`src/rtl/ptl_pkg.sv`:
```
package ptl_pkg;
  // ---------------------------------------------------------------
  // register map
  // ---------------------------------------------------------------
  localparam logic [3:0] ADDR_PT_SOURCE   = 4'h0;  // pre-torque source select
  localparam logic [3:0] ADDR_HOLD        = 4'h1;  // feedforward_hold_param
  localparam logic [3:0] ADDR_STRB_SRC    = 4'h2;  // strobe_source_param
  localparam logic [3:0] ADDR_POL_CHECK   = 4'h3;  // polarity_check_param
  localparam logic [3:0] ADDR_STATUS      = 4'h4;  // latch status, read only
  localparam logic [3:0] ADDR_HELD_VALUE  = 4'h5;  // held feedforward, read only
  localparam logic [3:0] ADDR_SPEED_OUT   = 4'h6;  // qualified speed, read only

  // ---------------------------------------------------------------
  // field codes
  // ---------------------------------------------------------------
  localparam logic [1:0] PT_SRC_NONE      = 2'h0;
  localparam logic [1:0] PT_SRC_ANALOG    = 2'h1;
  localparam logic [1:0] PT_SRC_SERIAL    = 2'h2;
  localparam logic       HOLD_PASS        = 1'h0;
  localparam logic       HOLD_LATCHED     = 1'h1;
  localparam logic [1:0] STRB_TERMINAL    = 2'h1;
  localparam logic [1:0] STRB_SERIAL      = 2'h2;
  localparam logic       POL_CHECK_OFF    = 1'h0;
  localparam logic       POL_CHECK_ON     = 1'h1;

  // ---------------------------------------------------------------
  // reset values
  // ---------------------------------------------------------------
  localparam logic [1:0] RST_PT_SOURCE    = PT_SRC_NONE;
  localparam logic       RST_HOLD         = HOLD_PASS;
  localparam logic [1:0] RST_STRB_SRC     = STRB_TERMINAL;
  localparam logic       RST_POL_CHECK    = POL_CHECK_OFF;

  // status bit positions
  localparam int STAT_FULL_BIT = 0;
  localparam int STAT_HOLD_BIT = 1;

  typedef enum logic [1:0] {
    PTL_EMPTY    = 2'b00,
    PTL_FULL     = 2'b01,
    PTL_CONSUMED = 2'b10
  } ptl_latch_e;
endpackage : ptl_pkg

```
`src/rtl/ptl_sync2.sv`:
```
`timescale 1ns/1ns
`default_nettype none
module ptl_sync2 #(
  parameter int W = 1
) (
  input  wire logic         core_clk,
  input  wire logic         rst_b,
  input  wire logic         clk_en,
  input  wire logic [W-1:0] d_in,
  output var  logic [W-1:0] q_out
);
  logic [W-1:0] meta_reg;

  // ---------------------------------------------------------------
  // two-stage synchroniser, per bit
  // ---------------------------------------------------------------
  genvar gi;
  generate
    for (gi = 0; gi < W; gi++) begin : g_bit
      // first stage only feeds the second
      always_ff @(posedge core_clk or negedge rst_b) begin
        if (!rst_b) begin
          meta_reg[gi] <= 1'b0;
          q_out[gi]    <= 1'b0;
        end else if (clk_en) begin
          meta_reg[gi] <= d_in[gi];
          q_out[gi]    <= meta_reg[gi];
        end
      end
    end
  endgenerate
endmodule : ptl_sync2
`default_nettype wire

```
`src/rtl/ptl_pretorque_latch_dir_confirm.sv`:
```
// Summary of operation
// - a hold setting picks pass-through (0) or latched (1) feedforward.
// - with no pre-torque source chosen the hold setting is ignored.
// - in latched mode the value is captured only on a rising strobe edge.
// - channel changes outside the strobe edge leave the captured value alone.
// - the strobe source setting only counts in latched mode.
// - the strobe comes from a terminal input (1) or the serial channel (2).
// - with the latch full, the regulator takes the held value when regulator release rises with no strobe edge in the same cycle.
// - once consumed, the latch and held value are cleared.
// - a polarity check enable (1 on, 0 off) guards the initial speed command.
// - check on, run up true with run down false and a positive command passes unchanged.
// - check on, run down true with run up false and a negative command passes unchanged.
// - check on, up with negative or down with positive forces zero.
// - pre-torque source is none (0), analog (1) or serial (2).
`timescale 1ns/1ns
`default_nettype none
module ptl_pretorque_latch_dir_confirm
  import ptl_pkg::*;
#(
  parameter int PT_W  = 16,
  parameter int SPD_W = 16
) (
  input  wire logic                    core_clk,
  input  wire logic                    rst_b,
  input  wire logic                    clk_en,
  // register port
  input  wire logic [3:0]              reg_addr,
  input  wire logic [15:0]             reg_wdata,
  input  wire logic                    reg_wr,
  input  wire logic                    reg_rd,
  output var  logic [15:0]             reg_rdata,
  // pre-torque channels, same clock domain
  input  wire logic signed [PT_W-1:0]  pt_analog,
  input  wire logic signed [PT_W-1:0]  pt_serial,
  input  wire logic                    strobe_serial,
  // terminal pins, asynchronous
  input  wire logic                    strobe_terminal,
  input  wire logic                    run_up,
  input  wire logic                    run_down,
  // regulator side
  input  wire logic                    reg_release,
  output var  logic signed [PT_W-1:0]  feedforward_out,
  output var  logic                    feedforward_take,
  // speed path
  input  wire logic signed [SPD_W-1:0] speed_cmd,
  output var  logic signed [SPD_W-1:0] speed_out
);
  import ptl_pkg::*;

  // ---------------------------------------------------------------
  // configuration registers
  // ---------------------------------------------------------------
  logic [1:0] pt_source_reg;
  logic       hold_reg;
  logic [1:0] strb_src_reg;
  logic       pol_check_reg;

  // software settings, reset to the safe defaults
  always_ff @(posedge core_clk or negedge rst_b) begin
    if (!rst_b) begin
      pt_source_reg <= RST_PT_SOURCE;
      hold_reg      <= RST_HOLD;
      strb_src_reg  <= RST_STRB_SRC;
      pol_check_reg <= RST_POL_CHECK;
    end else if (clk_en && reg_wr) begin
      case (reg_addr)
        ADDR_PT_SOURCE: pt_source_reg <= reg_wdata[1:0];
        ADDR_HOLD:      hold_reg      <= reg_wdata[0];
        ADDR_STRB_SRC:  strb_src_reg  <= reg_wdata[1:0];
        ADDR_POL_CHECK: pol_check_reg <= reg_wdata[0];
        default: ;
      endcase
    end
  end

  // ---------------------------------------------------------------
  // pin synchronisers
  // ---------------------------------------------------------------
  logic [2:0] pins_sync;
  ptl_sync2 #(.W(3)) u_sync (
    .core_clk (core_clk),
    .rst_b    (rst_b),
    .clk_en   (clk_en),
    .d_in     ({strobe_terminal, run_up, run_down}),
    .q_out    (pins_sync)
  );
  logic strb_term_s;
  logic up_s;
  logic down_s;
  assign strb_term_s = pins_sync[2];
  assign up_s        = pins_sync[1];
  assign down_s      = pins_sync[0];

  // ---------------------------------------------------------------
  // source selection
  // ---------------------------------------------------------------
  logic signed [PT_W-1:0] pt_sel;
  logic                   latched_mode;
  logic                   strobe_sel;

  // unknown source codes behave as none
  always_comb begin
    case (pt_source_reg)
      PT_SRC_ANALOG: pt_sel = pt_analog;
      PT_SRC_SERIAL: pt_sel = pt_serial;
      default:       pt_sel = '0;
    endcase
  end

  // hold setting only matters when a source exists
  assign latched_mode = (pt_source_reg == PT_SRC_ANALOG || pt_source_reg == PT_SRC_SERIAL)
                        && (hold_reg == HOLD_LATCHED);

  // strobe source is only looked at in latched mode
  always_comb begin
    strobe_sel = 1'b0;
    if (latched_mode) begin
      case (strb_src_reg)
        STRB_TERMINAL: strobe_sel = strb_term_s;
        STRB_SERIAL:   strobe_sel = strobe_serial;
        default:       strobe_sel = 1'b0;
      endcase
    end
  end

  // ---------------------------------------------------------------
  // edge detection
  // ---------------------------------------------------------------
  logic strobe_d_reg;
  logic release_d_reg;
  logic strobe_rise;
  logic release_rise;

  // previous levels for rising-edge detect
  always_ff @(posedge core_clk or negedge rst_b) begin
    if (!rst_b) begin
      strobe_d_reg  <= 1'b0;
      release_d_reg <= 1'b0;
    end else if (clk_en) begin
      strobe_d_reg  <= strobe_sel;
      release_d_reg <= reg_release;
    end
  end
  assign strobe_rise  = strobe_sel & ~strobe_d_reg;
  assign release_rise = reg_release & ~release_d_reg;

  // ---------------------------------------------------------------
  // feedforward latch
  // ---------------------------------------------------------------
  ptl_latch_e             latch_reg;
  logic signed [PT_W-1:0] held_reg;

  // a strobe in the same cycle as release wins: the fresh value is kept
  always_ff @(posedge core_clk or negedge rst_b) begin
    if (!rst_b) begin
      latch_reg <= PTL_EMPTY;
      held_reg  <= '0;
    end else if (clk_en) begin
      if (!latched_mode) begin
        latch_reg <= PTL_EMPTY;
        held_reg  <= '0;
      end else if (strobe_rise) begin
        latch_reg <= PTL_FULL;
        held_reg  <= pt_sel;
      end else begin
        case (latch_reg)
          PTL_FULL: begin
            if (release_rise) begin
              latch_reg <= PTL_CONSUMED;
            end
          end
          PTL_CONSUMED: begin
            latch_reg <= PTL_EMPTY;
            held_reg  <= '0;
          end
          default: latch_reg <= PTL_EMPTY;
        endcase
      end
    end
  end

  // regulator feed: captured value in latched mode, live channel otherwise
  always_ff @(posedge core_clk or negedge rst_b) begin
    if (!rst_b) begin
      feedforward_out  <= '0;
      feedforward_take <= 1'b0;
    end else if (clk_en) begin
      feedforward_take <= 1'b0;
      if (!latched_mode) begin
        feedforward_out <= pt_sel;
      end else if (latch_reg == PTL_FULL && release_rise && !strobe_rise) begin
        feedforward_out  <= held_reg;
        feedforward_take <= 1'b1;
      end else if (latch_reg == PTL_CONSUMED) begin
        feedforward_out <= '0;
      end
    end
  end

  // ---------------------------------------------------------------
  // direction confirm
  // ---------------------------------------------------------------
  logic spd_pos;
  logic spd_neg;
  logic dir_bad;
  assign spd_pos = !speed_cmd[SPD_W-1] && (speed_cmd != '0);
  assign spd_neg = speed_cmd[SPD_W-1];
  // mismatched polarity against the active run input
  assign dir_bad = (up_s && spd_neg) || (down_s && spd_pos);

  // registered speed output; agreeing polarity passes unchanged
  always_ff @(posedge core_clk or negedge rst_b) begin
    if (!rst_b) begin
      speed_out <= '0;
    end else if (clk_en) begin
      if (pol_check_reg == POL_CHECK_ON && dir_bad) begin
        speed_out <= '0;
      end else begin
        speed_out <= speed_cmd;
      end
    end
  end

  // ---------------------------------------------------------------
  // read port
  // ---------------------------------------------------------------
  logic [15:0] rd_mux;
  always_comb begin
    rd_mux = 16'h0000;
    case (reg_addr)
      ADDR_PT_SOURCE:  rd_mux = {14'h0000, pt_source_reg};
      ADDR_HOLD:       rd_mux = {15'h0000, hold_reg};
      ADDR_STRB_SRC:   rd_mux = {14'h0000, strb_src_reg};
      ADDR_POL_CHECK:  rd_mux = {15'h0000, pol_check_reg};
      ADDR_STATUS: begin
        rd_mux[STAT_FULL_BIT] = (latch_reg == PTL_FULL);
        rd_mux[STAT_HOLD_BIT] = latched_mode;
      end
      ADDR_HELD_VALUE: rd_mux = 16'(held_reg);
      ADDR_SPEED_OUT:  rd_mux = 16'(speed_out);
      default:         rd_mux = 16'h0000;
    endcase
  end

  // read data valid only in the cycle after the strobe
  always_ff @(posedge core_clk or negedge rst_b) begin
    if (!rst_b) begin
      reg_rdata <= 16'h0000;
    end else if (clk_en) begin
      reg_rdata <= reg_rd ? rd_mux : 16'h0000;
    end
  end
endmodule : ptl_pretorque_latch_dir_confirm
`default_nettype wire

```
`config.mk`:
```
export PLATFORM = sky130hd
export DESIGN_NAME = ptl_pretorque_latch_dir_confirm
export DESIGN_NICKNAME = d
export VERILOG_FILES = /design/src/rtl/ptl_pkg.sv /design/src/rtl/ptl_sync2.sv /design/src/rtl/ptl_pretorque_latch_dir_confirm.sv
export SDC_FILE = /design/constraint.sdc
export NUM_CORES = 1
export LEC_CHECK = 0
export ABC_CLOCK_PERIOD_IN_PS = 3600
export BUFFER_PORTS_ARGS = -buffer_cell sky130_fd_sc_hd__buf_2
export CAP_MARGIN = 20
export CORE_UTILIZATION = 57
export CTS_BUF_LIST = sky130_fd_sc_hd__clkbuf_4 sky130_fd_sc_hd__clkbuf_8
export DETAILED_ROUTE_END_ITERATION = 8
export GPL_TIMING_DRIVEN = 0
export PLACE_DENSITY = 0.9
export SYNTH_ARGS = -nofsm -noshare
export SYNTH_HDL_FRONTEND = slang
export SYNTH_SLANG_ARGS = --single-unit
```
`constraint.sdc`:
```
create_clock -name core_clk -period 3.6 [get_ports core_clk]
set_input_delay 0.18 -clock core_clk [delete_from_list [all_inputs] [get_ports core_clk]]
set_output_delay 0.18 -clock core_clk [all_outputs]
set_load 0.005 [all_outputs]
```
==> flow_summary.ini <==
[yosys]
ys_warn_count = 0
synth.most_common_cell = dfrtp_1
yosys.area.top_type = dfrtp_1
ys_seq_area_share_pct = 50.4
synthTopCellsByCount = dfrtp_1, a22o_1, a22oi_1, nand2_1, inv_1
synth_edf_count = 0
synth_cells = 348
synth_top_area_share_pct = 49.8
ys_top_cells_by_area = dfrtp_1, a22o_1, a22oi_1
syn_nets = 430
async_reset_ff_share_pct = 100
synth-seq-cells = 81
ys_types = 46
syn_area_mm2 = 0.00402
ys.flop_type = dfrtp_1
syn_area_per_cell_um2 = 11.6

[timing]
worst_slew_pin_slew_ns = 0.577
skew_ns = 0.00779
worst_slack_ns = 1.39
finalSetupViolations = 0
min_period_over_period_pct = 61.4
fmax_mhz = 452
hold_violations = 0
tns_ns = 0
slew_viol_final = 0
maxSlewHeadroom_pct = 61.3
period_needed_ns = 2.21
rsz0062_at_grt = no

[placement]
gp_congestion = 0.891
post-place-ws_ns = 1.41
dp_hpwl_mm = 7.48
port_buffers = 112
postPlaceCellArea_mm2 = 0.00473

[clock_network]
cts_tree = done
h-tree-depth = 3
clkLatencyLatePin_ns = 0.36
max-clock-path-buffers = 2
root_buffer = clkbuf_8
cts_buffers = 9
cts.sink_count = 81
clk_pin_slew_worst_paths_ns = 0.08
post_cts_resized = 0

[power_and_ir_drop]
ir_drop_uv = 258
switchingPower_w = 0.000730
power_frac_comb_pct = 27.2
seqPwrFrac_pct = 46.7
p_per_area_mw_per_mm2 = 470
switching_share_pct = 31.6
intPower_w = 0.00158
pwr-share-clk_pct = 26.1
leakage_nw = 2.40
power_w = 0.00231

[drt]
ant_nets = 0
dr.first_iter.drc_count = 245
firstDrtPassIters = 5
routed_via_density = 5.89
drt-total-wl_mm = 10.2
wl_per_cell_um = 17.7
vias = 3381
drc = 0

[outcome]
status = complete, no violations

[worst_setup_path]
critPathKind = flip-flop to flip-flop
worstSetupEndpointType = flip-flop
rr_worst_depth = 6
start_kind = flip-flop
reg2reg_to = feedforward_out[15]
cp_data_required_time_ns = 3.84
cp_max_fo = 10
ff2ff_setup_slack_ns = 1.39
arrival_ns = 2.46
r2r_start = strb_src_reg[0]

[global_route]
grt_max_degree = 67
track_usage_pct = 29.2
grt_pass1_vias = 3387
grt_pass1_wl_mm = 16.4
antenna_found_initial = 0
use_met3_pct = 4.91
gr-usage-met2_pct = 47.5
use_met1_pct = 38.7
busiest_layer = met2
overflow = 0

[cells_and_area]
syn2layout_area_growth_pct = 22.3
antenna_cells = 0
final_net_count = 555
drive_gt1_share_pct = 37.7
postLayoutCellArea_mm2 = 0.00492

[die]
rows = 30
die_x_um = 86.0
io_pins = 127
design.core.area_mm2 = 0.00679
dieArea_mm2 = 0.00740
initial_utilization_pct = 59.2
die_h_um = 86.0

[min_path]
hold_path_depth = 2
worstHoldStart = run_up
whs_endpoint = u_sync.meta_reg[1]
hold_class = input port to flip-flop

[flow_run]
drv_cap = 0
## power groups by stage
stage | sequential (W) | combinational (W) | clock (W)
2_1_floorplan | 0.00108 | 0.000402 | 0
3_3_place_gp | 0.00109 | 0.000602 | 0
3_5_place_dp | 0.00110 | 0.000622 | 0
4_1_cts | 0.00108 | 0.000628 | 0.000611
5_1_grt | 0.00109 | 0.000685 | 0.000652
6_report | 0.00108 | 0.000629 | 0.000602
## final cells by class
cell class	instances	area, um^2
flip-flops and latches	81	2030
clock inverters	5	31.3
well taps	96	120
multi-input cells	218	1770
fillers	488	1870
inverters	26	97.6
clock buffers	11	145
plain buffers	23	133
repair buffers	114	601
## cells in the final DEF, fill, tap and decap left out, types with 3 or more instances in the layout
cell       instances
a22o_1            32
a22oi_1           30
buf_2            118
buf_6              3
clkbuf_1           9
clkbuf_8          10
clkinv_2           3
dfrtp_1           80
ha_1               4
inv_1             25
mux2_2            15
mux2_4            10
mux2i_1           19
nand2_1           29
nor2_1            19
nor3_1             3
nor4_1             3
o21ai_0           11
o2bb2ai_1         16
## worst max path at each step
stage                startpoint                   to  slack (ns)  cells after the start
2_1_floorplan   strb_src_reg[0]   feedforward_out[6]        1.58                      6
3_3_place_gp    strb_src_reg[0]   feedforward_out[9]        1.44                      7
6_report        strb_src_reg[0]  feedforward_out[15]        1.39                      6
5_1_grt        pt_source_reg[0]          held_reg[1]        1.31                      8
3_5_place_dp    strb_src_reg[0]   feedforward_out[8]        1.41                      7
4_1_cts         strb_src_reg[0]  feedforward_out[14]        1.41                      7
## critical path, stage by stage, from the launching register on
cell and delay (ns):
dfstp_2 0.55, inv_1 0.06, ha_1 0.40, o311a_4 0.47, buf_6 0.16, a22o_1 0.20, mux2_4 0.26
## kinds of logic (layout without fill, tap and decap cells)
logic type / Yosys count / after routing / synth area share [%]
AO/OA/AOI/OAI: 101 / 101 / 21.1
adder cells (fa/ha/maj): 4 / 4 / 1.24
buffers and inverters: 49 / 179 / 5.72
flip-flops: 81 / 81 / 50.4
multiplexers: 44 / 44 / 12.7
AND/OR/NAND/NOR: 69 / 69 / 8.83
## stage by stage
step | cells | hold slack (ns) | util [%]
floorplan | 348 | -0.116 | -
global placement | 556 | 0.409 | 69.2
detailed placement | 557 | 0.0550 | 69.7
CTS | 574 | 0.0479 | 72.4
global route | 574 | 0.0534 | 72.4
finish | 574 | 0.0574 | 72.4
## routing by layer
layer | share of wire (%) | wire [um] | up-vias
li1 | - | - | 1531
met1 | 43 | 4340 | 1690
met2 | 49 | 4980 | 143
met3 | 5.5 | 561 | 17
met4 | 2.6 | 266 | 0
met5 | 0 | 0 | -
## what timing repair did
| action | in CTS | in global routing |
|---|---|---|
| hold buffers | 1 | 0 |
| setup buffers | 0 | 0 |
| hold endpoints to repair | 15 | 0 |
Power figures use the tool's default switching activity.
